==> config.mk <==
export PLATFORM = sky130hd
export DESIGN_NAME = slp_stack_limit
export DESIGN_NICKNAME = d
export VERILOG_FILES = /design/src/slp_pkg.sv /design/src/slp_stack_limit.sv /design/src/slp_prog_addr.sv
export SDC_FILE = /design/constraint.sdc
export NUM_CORES = 1
export LEC_CHECK = 0
export BUFFER_PORTS_ARGS = -buffer_cell sky130_fd_sc_hd__clkbuf_2
export CORE_MARGIN = 5
export CORE_UTILIZATION = 40
export DETAILED_ROUTE_END_ITERATION = 10
export PLACE_DENSITY = 0.75
export SYNTH_ARGS = -nofsm -noshare
export SYNTH_HDL_FRONTEND = slang
export SYNTH_SLANG_ARGS = --single-unit
==> constraint.sdc <==
create_clock -name core_clk_i -period 2.95 [get_ports core_clk_i]
set_input_delay 0.4425 -clock core_clk_i [delete_from_list [all_inputs] [get_ports core_clk_i]]
set_output_delay 0.4425 -clock core_clk_i [all_outputs]
set_load 0.005 [all_outputs]
==> src/slp_pkg.sv <==
// slp_pkg: constants, types and register map for stack checking and
// program-space address building.
// assumes: a 16-bit core drives the request structs on core_clk_i.
package slp_pkg;

	// register map, byte offsets on the plain register port
	localparam logic [3:0] SLP_OFS_LIMIT  = 4'h0;
	localparam logic [3:0] SLP_OFS_SP     = 4'h2;
	localparam logic [3:0] SLP_OFS_TPAGE  = 4'h4;
	localparam logic [3:0] SLP_OFS_VPAGE  = 4'h6;
	localparam logic [3:0] SLP_OFS_CORE   = 4'h8;
	localparam logic [3:0] SLP_OFS_STLOW  = 4'ha;
	localparam logic [3:0] SLP_OFS_ERR    = 4'hc;

	// field positions
	localparam int SLP_CORE_VIS_BIT = 2;
	localparam int SLP_ERR_OVF_BIT  = 0;
	localparam int SLP_ERR_UDF_BIT  = 1;
	localparam int SLP_TPAGE_CFG    = 7;
	localparam int SLP_EA_TOP       = 15;

	// values after reset
	localparam logic [15:0] SLP_SP_RESET   = 16'h0800;
	localparam logic [7:0]  SLP_PAGE_RESET = 8'h00;
	localparam logic [15:0] SLP_CORE_RESET = 16'h0000;
	localparam logic [7:0]  SLP_STLOW_RST  = 8'h00;

	// fixed bounds and steps
	localparam logic [15:0] SLP_SP_FLOOR = 16'h0800;
	localparam logic [15:0] SLP_SP_STEP  = 16'h0002;

	// configuration space area that answers table reads
	localparam logic [22:0] SLP_CFG_IMPL_LO = 23'h7f_0000;
	localparam logic [22:0] SLP_CFG_IMPL_HI = 23'h7f_ffff;

	typedef enum logic [2:0] {
		SLP_OP_PUSH,
		SLP_OP_PUSH_CALL_HI,
		SLP_OP_PUSH_EXC_HI,
		SLP_OP_POP,
		SLP_OP_EA
	} slp_op_t;

	typedef struct packed {
		logic        valid;
		slp_op_t     op;
		logic [15:0] data;
		logic [7:0]  pc_hi;
	} slp_stack_req_t;

	typedef struct packed {
		logic        valid;
		logic        write;
		logic        read;
		logic [15:0] addr;
		logic [15:0] wdata;
	} slp_stack_acc_t;

	typedef struct packed {
		logic        tbl_rd;
		logic        tbl_wr;
		logic        data_rd;
		logic [15:0] ea;
	} slp_prog_req_t;

	typedef struct packed {
		logic        valid;
		logic        cfg;
		logic        remap;
		logic        refused;
		logic        byte_sel;
		logic [23:0] addr;
	} slp_prog_out_t;

endpackage : slp_pkg

==> src/slp_stack_limit.sv <==
// slp_stack_limit: software stack pointer, limit and floor checking,
// stack error trap, and program-space address building.
// assumes: the core issues at most one stack request per cycle and keeps
// software ordering between limit writes and stack reads.
`timescale 1ns/1ps

module slp_stack_limit (
	// clock and reset
	input  wire logic                    core_clk_i,
	input  wire logic                    reset_n_i,
	// register port
	input  wire logic [3:0]              reg_addr_i,
	input  wire logic [15:0]             reg_wdata_i,
	input  wire logic                    reg_wr_i,
	input  wire logic                    reg_rd_i,
	output logic [15:0]                  reg_rdata_o,
	// stack requests from the core
	input  wire slp_pkg::slp_stack_req_t stack_req_i,
	output slp_pkg::slp_stack_acc_t      stack_acc_o,
	output logic                         stack_trap_o,
	// program-space requests from the core
	input  wire slp_pkg::slp_prog_req_t  prog_req_i,
	input  wire logic                    table_busy_i,
	output slp_pkg::slp_prog_out_t       prog_res_o
);
	import slp_pkg::*;

	////////////////////////////////////////////////////////////////////////
	// registers

	logic [15:0] limit_reg;
	logic [15:0] sp_reg;
	logic [15:0] sp_next;
	logic [7:0]  tpage_reg;
	logic [7:0]  vpage_reg;
	logic [15:0] core_reg;
	logic [7:0]  stlow_reg;
	logic [1:0]  err_reg;
	logic [1:0]  err_next;
	logic [15:0] rdata_reg;
	logic [15:0] rdata_next;
	slp_stack_acc_t acc_reg;
	slp_stack_acc_t acc_next;
	logic        trap_reg;

	////////////////////////////////////////////////////////////////////////
	// decode

	wire wr_limit  = reg_wr_i && reg_addr_i == SLP_OFS_LIMIT;
	wire wr_sp     = reg_wr_i && reg_addr_i == SLP_OFS_SP;
	wire wr_tpage  = reg_wr_i && reg_addr_i == SLP_OFS_TPAGE;
	wire wr_vpage  = reg_wr_i && reg_addr_i == SLP_OFS_VPAGE;
	wire wr_core   = reg_wr_i && reg_addr_i == SLP_OFS_CORE;
	wire wr_stlow  = reg_wr_i && reg_addr_i == SLP_OFS_STLOW;
	wire wr_err    = reg_wr_i && reg_addr_i == SLP_OFS_ERR;

	wire op_push = stack_req_i.valid && (stack_req_i.op == SLP_OP_PUSH ||
	               stack_req_i.op == SLP_OP_PUSH_CALL_HI ||
	               stack_req_i.op == SLP_OP_PUSH_EXC_HI);
	wire op_pop  = stack_req_i.valid && stack_req_i.op == SLP_OP_POP;
	wire op_ea   = stack_req_i.valid && stack_req_i.op == SLP_OP_EA;

	wire [15:0] sp_dec = sp_reg - SLP_SP_STEP;
	wire [15:0] sp_inc = sp_reg + SLP_SP_STEP;

	// address the access uses
	logic [15:0] acc_addr;
	always_comb begin
		acc_addr = stack_req_i.data;
		if (op_push) begin
			acc_addr = sp_reg;
		end else if (op_pop) begin
			acc_addr = sp_dec;
		end
	end

	// word written by a push
	logic [15:0] push_word;
	always_comb begin
		case (stack_req_i.op)
			SLP_OP_PUSH_CALL_HI: push_word = {8'h00, stack_req_i.pc_hi};
			SLP_OP_PUSH_EXC_HI:  push_word = {stlow_reg, stack_req_i.pc_hi};
			default:             push_word = stack_req_i.data;
		endcase
	end

	////////////////////////////////////////////////////////////////////////
	// limit and floor checks

	wire chk_any  = op_push | op_pop | op_ea;
	wire over_lim = (op_push | op_ea) && (acc_addr > limit_reg);
	wire under_fl = chk_any && (acc_addr < SLP_SP_FLOOR);
	wire trap_now = over_lim | under_fl;

	always_comb begin
		sp_next = sp_reg;
		if (op_push) begin
			sp_next = sp_inc;
		end else if (op_pop) begin
			sp_next = sp_dec;
		end else if (wr_sp) begin
			sp_next = {reg_wdata_i[15:1], 1'b0};
		end
	end

	always_comb begin
		acc_next       = '0;
		acc_next.valid = op_push | op_pop;
		acc_next.write = op_push;
		acc_next.read  = op_pop;
		acc_next.addr  = acc_addr;
		acc_next.wdata = op_push ? push_word : 16'h0000;
	end

	// sticky error flags, set wins over software clear
	always_comb begin
		err_next = err_reg;
		if (wr_err) begin
			err_next = err_reg & ~reg_wdata_i[1:0];
		end
		if (over_lim) begin
			err_next[SLP_ERR_OVF_BIT] = 1'b1;
		end
		if (under_fl) begin
			err_next[SLP_ERR_UDF_BIT] = 1'b1;
		end
	end

	////////////////////////////////////////////////////////////////////////
	// read mux

	always_comb begin
		case (reg_addr_i)
			SLP_OFS_LIMIT:  rdata_next = limit_reg;
			SLP_OFS_SP:     rdata_next = sp_reg;
			SLP_OFS_TPAGE:  rdata_next = {8'h00, tpage_reg};
			SLP_OFS_VPAGE:  rdata_next = {8'h00, vpage_reg};
			SLP_OFS_CORE:   rdata_next = core_reg;
			SLP_OFS_STLOW:  rdata_next = {8'h00, stlow_reg};
			SLP_OFS_ERR:    rdata_next = {14'h0000, err_reg};
			default:        rdata_next = 16'h0000;
		endcase
		if (!reg_rd_i) begin
			rdata_next = 16'h0000;
		end
	end

	////////////////////////////////////////////////////////////////////////
	// flip-flops

	// stack limit keeps whatever it holds across reset
	always_ff @(posedge core_clk_i) begin
		if (wr_limit) begin
			limit_reg <= {reg_wdata_i[15:1], 1'b0};
		end
	end

	always_ff @(posedge core_clk_i or negedge reset_n_i) begin
		if (!reset_n_i) begin
			sp_reg   <= SLP_SP_RESET;
			err_reg  <= 2'h0;
			acc_reg  <= '0;
			trap_reg <= 1'b0;
		end else begin
			sp_reg   <= sp_next;
			err_reg  <= err_next;
			acc_reg  <= acc_next;
			trap_reg <= trap_now;
		end
	end

	always_ff @(posedge core_clk_i or negedge reset_n_i) begin
		if (!reset_n_i) begin
			tpage_reg  <= SLP_PAGE_RESET;
			vpage_reg  <= SLP_PAGE_RESET;
			core_reg   <= SLP_CORE_RESET;
			stlow_reg  <= SLP_STLOW_RST;
		end else begin
			if (wr_tpage) begin
				tpage_reg <= reg_wdata_i[7:0];
			end
			if (wr_vpage) begin
				vpage_reg <= reg_wdata_i[7:0];
			end
			if (wr_core) begin
				core_reg <= reg_wdata_i;
			end
			if (wr_stlow) begin
				stlow_reg <= reg_wdata_i[7:0];
			end
		end
	end

	always_ff @(posedge core_clk_i or negedge reset_n_i) begin
		if (!reset_n_i) begin
			rdata_reg <= 16'h0000;
		end else begin
			rdata_reg <= rdata_next;
		end
	end

	assign reg_rdata_o  = rdata_reg;
	assign stack_acc_o  = acc_reg;
	assign stack_trap_o = trap_reg;

	////////////////////////////////////////////////////////////////////////
	// program-space addresses

	slp_prog_addr u_prog_addr (
		.core_clk_i   (core_clk_i),
		.reset_n_i    (reset_n_i),
		.table_page_i (tpage_reg),
		.vis_page_i   (vpage_reg),
		.vis_enable_i (core_reg[SLP_CORE_VIS_BIT]),
		.table_busy_i (table_busy_i),
		.req_i        (prog_req_i),
		.res_o        (prog_res_o)
	);

	////////////////////////////////////////////////////////////////////////
	// checks

	push_post_inc_a: assert property (@(posedge core_clk_i) disable iff (!reset_n_i)
		op_push |=> sp_reg == $past(sp_reg) + 16'h0002 &&
		             stack_acc_o.addr == $past(sp_reg) && stack_acc_o.write)
		else $error("push did not write at pointer then increment");

	pop_pre_dec_a: assert property (@(posedge core_clk_i) disable iff (!reset_n_i)
		op_pop |=> sp_reg == $past(sp_reg) - 16'h0002 &&
		            stack_acc_o.addr == sp_reg && stack_acc_o.read)
		else $error("pop did not decrement before access");

	call_zero_a: assert property (@(posedge core_clk_i) disable iff (!reset_n_i)
		(stack_req_i.valid && stack_req_i.op == SLP_OP_PUSH_CALL_HI)
		|=> stack_acc_o.wdata[15:8] == 8'h00)
		else $error("call push upper byte not clear");

	exc_status_a: assert property (@(posedge core_clk_i) disable iff (!reset_n_i)
		(stack_req_i.valid && stack_req_i.op == SLP_OP_PUSH_EXC_HI)
		|=> stack_acc_o.wdata[15:8] == $past(stlow_reg))
		else $error("exception push lacks status byte");

	limit_align_a: assert property (@(posedge core_clk_i) disable iff (!reset_n_i)
		$past(wr_limit) |-> limit_reg[0] == 1'b0)
		else $error("stack limit bit zero set");

	limit_equal_a: assert property (@(posedge core_clk_i) disable iff (!reset_n_i)
		(op_push && sp_reg == limit_reg && sp_reg >= SLP_SP_FLOOR)
		##1 (op_push && !wr_sp) |-> !stack_trap_o ##1 stack_trap_o)
		else $error("limit trap not on the push after the limit");

	floor_trap_a: assert property (@(posedge core_clk_i) disable iff (!reset_n_i)
		(chk_any && acc_addr < SLP_SP_FLOOR) |=> stack_trap_o &&
		err_reg[SLP_ERR_UDF_BIT])
		else $error("underflow did not trap");

	ea_check_a: assert property (@(posedge core_clk_i) disable iff (!reset_n_i)
		(op_ea && stack_req_i.data > limit_reg) |=> stack_trap_o &&
		err_reg[SLP_ERR_OVF_BIT])
		else $error("explicit address over limit did not trap");

	no_false_trap_a: assert property (@(posedge core_clk_i) disable iff (!reset_n_i)
		!stack_req_i.valid |=> !stack_trap_o)
		else $error("trap without a stack request");

	read_timing_a: assert property (@(posedge core_clk_i) disable iff (!reset_n_i)
		(reg_rd_i && reg_addr_i == SLP_OFS_SP && !op_push && !op_pop)
		|=> reg_rdata_o == $past(sp_reg))
		else $error("pointer read data wrong");

	push_cov_c: cover property (@(posedge core_clk_i) disable iff (!reset_n_i)
		op_push ##1 op_push ##1 op_pop);
	ovf_cov_c: cover property (@(posedge core_clk_i) disable iff (!reset_n_i)
		over_lim);
	udf_cov_c: cover property (@(posedge core_clk_i) disable iff (!reset_n_i)
		under_fl);

endmodule : slp_stack_limit

==> src/slp_prog_addr.sv <==
// slp_prog_addr: builds program-space addresses from 16-bit data addresses.
// assumes: requests are one-cycle pulses from the core on core_clk_i.
`timescale 1ns/1ps

module slp_prog_addr (
	// clock and reset
	input  wire logic                   core_clk_i,
	input  wire logic                   reset_n_i,
	// page registers and enables
	input  wire logic [7:0]             table_page_i,
	input  wire logic [7:0]             vis_page_i,
	input  wire logic                   vis_enable_i,
	input  wire logic                   table_busy_i,
	// request and result
	input  wire slp_pkg::slp_prog_req_t req_i,
	output slp_pkg::slp_prog_out_t      res_o
);
	import slp_pkg::*;

	slp_prog_out_t res_reg;
	slp_prog_out_t res_next;

	wire       tbl_any     = req_i.tbl_rd | req_i.tbl_wr;
	wire       tbl_cfg     = table_page_i[SLP_TPAGE_CFG];
	wire [23:0] tbl_addr   = {table_page_i, req_i.ea[15:1], 1'b0};
	wire       cfg_in_impl = (tbl_addr[22:0] >= SLP_CFG_IMPL_LO) &&
	                         (tbl_addr[22:0] <= SLP_CFG_IMPL_HI);
	wire       tbl_refuse  = tbl_cfg & (req_i.tbl_wr | ~cfg_in_impl);
	wire       remap_hit   = req_i.data_rd & vis_enable_i & req_i.ea[SLP_EA_TOP] &
	                         ~tbl_any & ~table_busy_i;
	wire [23:0] remap_addr = {1'b0, vis_page_i, req_i.ea[14:1], 1'b0};

	always_comb begin
		res_next          = '0;
		res_next.valid    = tbl_any | remap_hit;
		res_next.byte_sel = req_i.ea[0];
		if (tbl_any) begin
			res_next.addr    = tbl_addr;
			res_next.cfg     = tbl_cfg;
			res_next.refused = tbl_refuse;
		end else if (remap_hit) begin
			res_next.addr  = remap_addr;
			res_next.remap = 1'b1;
		end
	end

	always_ff @(posedge core_clk_i or negedge reset_n_i) begin
		if (!reset_n_i) begin
			res_reg <= '0;
		end else begin
			res_reg <= res_next;
		end
	end

	assign res_o = res_reg;

	////////////////////////////////////////////////////////////////////////

	remap_user_a: assert property (@(posedge core_clk_i) disable iff (!reset_n_i)
		res_reg.remap |-> !res_reg.addr[23] && res_reg.addr[0] == 1'b0)
		else $error("remapped address left user space");

	remap_suspend_a: assert property (@(posedge core_clk_i) disable iff (!reset_n_i)
		(tbl_any || table_busy_i) |=> !res_reg.remap)
		else $error("remap taken during table access");

	cfg_write_a: assert property (@(posedge core_clk_i) disable iff (!reset_n_i)
		(req_i.tbl_wr && tbl_cfg) |=> res_reg.refused && res_reg.cfg)
		else $error("table write to configuration space not refused");

	tbl_page_a: assert property (@(posedge core_clk_i) disable iff (!reset_n_i)
		tbl_any |=> res_reg.addr[23:16] == $past(table_page_i))
		else $error("table address page wrong");

	remap_cov_c: cover property (@(posedge core_clk_i) disable iff (!reset_n_i) res_reg.remap);

endmodule : slp_prog_addr

---- Word-level counts from Yosys, hierarchy flattened ----
Cells that the tools add are included.
operators by class
  add/subtract/negate cells ............... 2
  multipliers ............................. 0
  div/mod/pow operators ................... 0
  $lt $le $gt $ge ......................... 4
  equal/unequal tests ..................... 10
  shifts and indexed selects .............. 0
  mux-type cells .......................... 18
  bitwise operators ....................... 17
  reductions and logical operators ........ 20
operator list
  kind                                                                     number
  16-bit two-way mux                                                       7
  16-bit one-hot mux with 7 select lines                                   1
  16-bit one-hot mux with 2 select lines                                   1
  24-bit two-way mux                                                       1
  23-bit greater-or-equal comparator (second input constant)               1
  23-bit less-or-equal comparator (second input constant)                  1
  23-bit two-way mux                                                       1
  16-bit by 2-bit adder with 16-bit output (second input constant)         1
  16-bit > comparator                                                      1
  16-bit by 12-bit < comparator with 1-bit output (second input constant)  1
  16-bit by 2-bit subtractor with 16-bit output (second input constant)    1
  1-bit logical AND                                                        13
  4-bit equality test (second input constant)                              3
  4-bit by 3-bit equality test with 1-bit output (second input constant)   2
  1-bit OR                                                                 7
  3-bit by 2-bit equality test with 1-bit output (second input constant)   2
  1-bit two-way mux                                                        6
  1-bit AND                                                                5
  4-bit by 2-bit equality test with 1-bit output (second input constant)   1
  4-bit zero test                                                          1
  2-bit nonzero test                                                       2
  3-bit by 1-bit equality test with 1-bit output (second input constant)   1
  3-bit equality test (second input constant)                              1
  3-bit zero test                                                          1
  6 further kinds                                                          9
word-level totals
  register bits ........................... 154
  bits in latches ......................... 0
  bits in writable memories ............... 0
  bits in read-only memories .............. 0
  input port bits ......................... 72
  output and inout bits ................... 81
  logic and storage cells ................. 92
  memories kept ........................... 0

---- Longest topological paths before layout ----
  depth in word-level cells ............... 8
  mapped depth ............................ 15

---- By module ----
From an unflattened synthesis, not the netlist that was laid out.
second synthesis, totals
  cells, all modules ...................... 692
  area total of the unflattened synthesis .. 7318.3 um2
by module, submodules not included
  module           instances  cells each  area each (um2)  sequential area each (um2)
  slp_stack_limit  1          609         6231.0           3179.3
  slp_prog_addr    1          83          1087.3           675.6

---- Worst setup path before layout ----
OpenSTA, ideal clock, no wires.
  path kind ............................... register -> register
  start point ............................. reg sp_reg[5]
  end point ............................... reg trap_reg, in the netlist stack_trap_o
  arrival time ............................ 2.698 ns
  required time ........................... 2.816 ns
  slack ................................... 0.119 ns
  stages on the path, launching flop included .. 16
  path buffers ............................ 2
  cell sequence ........................... dfrtp_1 buf_6 nor4_2 buf_2 nand2_1 nor3_1 nand2_1 xor2_1 o21ai_1 ha_1 a21o_1 a21o_1 a21oi_1 o21ai_0 o21ai_0 o41ai_1
on the way
  cells in the longest elaborated chain, start to end .. 6
  elaborated cells between the ends (all ways) .. 8
  classes of those cells .................. add/sub (1); order compare (2); mux (2); bitwise (1); reduce/logical (2)
ends and longest elaborated chain
  item                                                                                           RTL line                                      RTL
  from (decl)                                                                                    slp_stack_limit.sv:32                         logic [15:0] sp_reg;
  from (signal assigned)                                                                         slp_stack_limit.sv:165                        sp_reg <= sp_next;
  16-bit by 2-bit subtractor with 16-bit output *                                                slp_stack_limit.sv:63                         wire [15:0] sp_dec = sp_reg - SLP_SP_STEP;
  16-bit two-way mux *                                                                           slp_stack_limit.sv:72                         end else if (op_pop) begin
  16-bit two-way mux *                                                                           slp_stack_limit.sv:70                         if (op_push) begin
  via acc_addr[9]                                                                                slp_stack_limit.sv:67                         logic [15:0] acc_addr;
  16-bit > comparator / 16-bit by 12-bit < comparator with 1-bit output (equally long branches)  slp_stack_limit.sv:91, slp_stack_limit.sv:92
  1-bit logical AND, on equally long branches                                                    slp_stack_limit.sv:91, slp_stack_limit.sv:92
  1-bit OR *                                                                                     slp_stack_limit.sv:93                         wire trap_now = over_lim | under_fl;
  via trap_now                                                                                   slp_stack_limit.sv:93
  to (signal assigned)                                                                           slp_stack_limit.sv:168                        trap_reg <= trap_now;
  to (decl)                                                                                      slp_stack_limit.sv:44                         logic trap_reg;
The timed path passes the listed nets; every way through them passes the cells marked *.
A chain may end at the register's enable or synchronous reset.

---- Final worst setup path ----
  start point ............................. reg sp_reg[4]
  end point ............................... reg trap_reg, in the netlist stack_trap_o
Same word-level chain as after synthesis.

==> results.md <==
- The flow ran to the end, but the final reports show violations.
- The checks that failed: negative hold slack.
- The count of flip-flops with a built-in enable after synthesis is 15.
- The number of H-tree levels is 4.
- The clock arrives with around 9.7 ps of skew.
- The mean instance size in the synthesized netlist is 10.7 sq um.
- Once the floorplan was initialized, standard cells occupied about two fifths of the core.
- Entering global routing, the biggest net connects 65 pins.
- Synthesis instantiated between 60 and 70 different standard cells from the library.
- The tool flagged a number of max-cap violations equal to 0.
- The cell area after technology mapping is approximately 7400 sq um.
- The worst relative slew slack is about half.
- Clock tree synthesis inserted a total of 17 buffers.
- The class of the worst hold path is in -> async.
- On the final layout, the worst hold slack is -19.5 ps.
- The type of element capturing the critical path is a flip-flop.
- For this block, the via count after detailed routing is about 6,400.
- CTS placed an instance of sky130_fd_sc_hd__clkbuf_16 at the clock tree root.
- The number of max-slew violations in the final report is 0.
- In this run the remaining antenna-violating nets after routing total 0.
- The most used flip-flop cell after synthesis is sky130_fd_sc_hd__dfrtp_1.
- The register area share after synthesis is 52.4%.
- The fmax is 0.350 GHz.
- The area growth from synthesis to layout is 26.9%.
- The endpoint arrival time on the critical path is 3170 ps.
- The count of synthesis-stage warnings from yosys is 0.
- For this design the static power due to leakage is roughly 0.0044 uW.
- Of all flip-flops after synthesis, the portion carrying an async set or reset was around 90%.
- Leaving out fill and tap cells, the most frequent cell in the layout is sky130_fd_sc_hd__clkbuf_2.
- In this run, post-CTS hold repair placed 0 buffers.
- On the worst path, the slowest cell contributes a delay of a little over 400 ps.
- The endpoint identified for the worst register-to-register timing path is stack_trap_o.
- The clock drives 151 sinks.
- The global placement routability congestion is slightly above 0.9.
- Leaving out fill and tap cells, the most frequent cells in the layout are 150 x sky130_fd_sc_hd__clkbuf_2, 135 x sky130_fd_sc_hd__dfrtp_1, 62 x sky130_fd_sc_hd__buf_4.
- The register with the most flip-flops in the layout has 35 of them.
- The die is 146 um tall.
- The die area is between 20,000 and 25,000 sq um.
- The number of global-route vias before repair is between 6,000 and 7,000.
- The largest vdd supply drop is about 0.48 mV.
- Summed over all nets, the half-perimeter wirelength after detailed placement is 17,500 um.
- The required arrival time at the worst endpoint is 3260 ps.
- Among all stages on the critical path, the largest delay is contributed by sky130_fd_sc_hd__dfrtp_1.
- The leftover overflow at the end of global routing is 0.
- The floorplan step defined a core boundary enclosing ~18,000 sq um.
- The number of instances in the synthesized netlist is slightly below 700.
- TritonCTS built the clock tree.
- In the routed layout, each cell is associated on average with a via count of roughly 5.7.
- The clock passes through at most 2 buffers.
- The ratio of final minimum period to clock period is between 90% and 100%.
- The worst setup path is of the reg -> reg kind.
- The final-report hold violation count came to 13.
- Once layout is done, the placed cells without fillers occupy roughly 9300 sq um.
- After detailed routing, the total wire length is about 23,000 um.
- The start of the worst register-to-register path is sp_reg[4].
- The ratio of cells with drive above 1 in the final layout is 35.4%.
- The number of antenna violations at the first check in global routing is 1.
- The worst reg-to-reg setup slack is ~96 ps.
- After clock tree synthesis, the clock-pin slew on the worst setup and hold paths is 70 ps.
- The source-to-sink clock delay at the later pin of the worst-skew pair is between 400 and 500 ps.
- After detailed routing, the number of remaining DRC violations is 0.
- The first-pass iteration count of the detailed router is 5.
- The global router's overall resource usage is between 20% and 30%.
- The floorplan row count is 49.
- The worst-margin pin slew is ~780 ps.
- For this block, the initial DRC count from the detailed router was 580.
- The worst path needs ~2900 ps of the cycle, external delays included.
- Measured in cells, the most critical reg-to-reg path has a length of 14.
- The critical path launch point type is a flip-flop.
- The total number of nets in the final design is ~970.
- Along the worst path, the maximum fanout reaches 4.
- In this run, synthesis produced a sequential element count of between 150 and 200.
- Summing internal, switching and leakage power gives between 6000 and 7000 uW.
- The number of placed I/O pins is roughly 150.
- In this run the power density over the cells is 646 nW/um^2.
- The die is between 100 and 150 um wide.
- At the end of the flow the core is filled with cells to 51.8%.
- The most numerous cell type found on the critical path is sky130_fd_sc_hd__nor2_2.
- The number of antenna diodes in the final layout is 0.
- The signal on the critical path passes through nor4_4 > buf_4 > buf_2 > nand3_2 > nor2_2 > xnor2_1 > nor2_2 > a21o_1 > ha_4 > nand4_1 > nor2_2 > o31a_1 > o21ai_2 > o41ai_1.
- The wire length of the first global-routing pass is 37,000 um.
- The number of nets handed over by synthesis was 778.
- Setup violations remaining at the end of the flow were counted as 0.
- The count of buffers added on input and output ports is between 150 and 200.
- In this run the cell area measured after placement is between 8000 and 9000 sq um.
- The wire length per cell is around 21 um.
-- worst max path at each step --
stage	slack [ps]	cells after the start	start	endpoint
6_report	100	14	sp_reg[4]	stack_trap_o
5_1_grt	-30	14	sp_reg[4]	stack_trap_o
4_1_cts	60	13	sp_reg[5]	stack_trap_o
3_5_place_dp	20	14	sp_reg[2]	stack_trap_o
3_3_place_gp	60	10	sp_reg[11]	stack_trap_o
2_1_floorplan	120	15	sp_reg[5]	stack_trap_o
-- stage by stage --
step                instances  TNS (ps)  worst slack (ps)  hold WS [ps]
global route             1122     -27.9             -27.9          25.7
detailed placement       1085         0              22.6           468
global placement         1085         0              56.0           464
finish                   1122         0              96.4         -19.5
floorplan                 689         0               119           147
CTS                      1117         0              59.2          4.64
-- layout make-up --
cell class              instances  area, sq um
fillers                      1627         8690
flip-flops and latches        151         3850
multi-input cells             467         3230
repair buffers                216         1260
clock buffers                  20          468
well taps                     229          287
clock inverters                12          129
inverters                      27          104
-- cells by family (layout without fill, tap and decap cells) --
kind of cell	Yosys count	count (layout)	share of synthesized area, %
simple gates	225	225	15.6
compound gates	151	151	13.8
flops	151	151	52.4
buf+inv	71	275	4.90
mux	59	59	8.71
fa+ha+maj	17	17	2.89
xor+xnor	14	14	1.67
other cells	1	1	0.0510
-- what timing repair did --
| item | CTS | global route |
|---|---|---|
| cloned | 0 | 1 |
| setup endpoints to repair | 1 | 2 |
| setup buffers | 0 | 4 |
| pin swaps | 0 | 8 |
| gates resized for setup | 2 | 19 |
-- layer usage --
metal	GRT usage, %	wire, um	share of wire [%]
met2	35.2	11000	47
met4	6.81	437	1.9
met1	28.7	9730	42
met3	6.91	2170	9.3
met5	0	20	0.086
-- worst max-delay path: cells and delay by family (launching register included) --
family / cells / cell delay (ps)
adders and majority gates: 1 / 300
DFF: 1 / 410
buffers and inverters: 2 / 330
and+or+nand+nor: 6 / 1010
xor gates and xnor gates: 1 / 140
AOI/OAI and AO/OA: 4 / 550
-- power breakdown --
part | internal [uW] | switching [uW]
logic | 548 | 676
registers | 2360 | 211
clock network | 1270 | 959
total | 4180 | 1850
-- synthesized netlist by cell type, types with 5 or more instances --
library cell | number | area share (%)
sky130_fd_sc_hd__nor2b_1 | 12 | 1.0
sky130_fd_sc_hd__nor4_1 | 5 | 0.43
sky130_fd_sc_hd__inv_1 | 25 | 1.3
sky130_fd_sc_hd__edfxtp_1 | 15 | 6.1
sky130_fd_sc_hd__a31oi_1 | 8 | 0.68
sky130_fd_sc_hd__mux2i_1 | 19 | 2.6
sky130_fd_sc_hd__a21oi_1 | 35 | 2.4
sky130_fd_sc_hd__a21o_1 | 7 | 0.71
sky130_fd_sc_hd__a22o_1 | 14 | 1.7
sky130_fd_sc_hd__ha_1 | 17 | 2.9
sky130_fd_sc_hd__nand4_1 | 15 | 1.3
sky130_fd_sc_hd__clkbuf_1 | 23 | 1.2
sky130_fd_sc_hd__nand3_1 | 11 | 0.75
sky130_fd_sc_hd__xor2_1 | 5 | 0.60
sky130_fd_sc_hd__a22oi_1 | 13 | 1.3
sky130_fd_sc_hd__xnor2_1 | 9 | 1.1
sky130_fd_sc_hd__mux2_2 | 38 | 5.8
sky130_fd_sc_hd__and2_1 | 20 | 1.7
sky130_fd_sc_hd__nor3_1 | 12 | 0.82
sky130_fd_sc_hd__dfrtp_1 | 135 | 46
sky130_fd_sc_hd__clkbuf_8 | 6 | 1.1
sky130_fd_sc_hd__o21ai_0 | 31 | 2.1
sky130_fd_sc_hd__a222oi_1 | 9 | 1.2
sky130_fd_sc_hd__nand2_1 | 55 | 2.8
sky130_fd_sc_hd__nand2b_1 | 5 | 0.43
sky130_fd_sc_hd__buf_2 | 7 | 0.48
sky130_fd_sc_hd__nor2_1 | 64 | 3.3
Power figures use the tool's default switching activity.
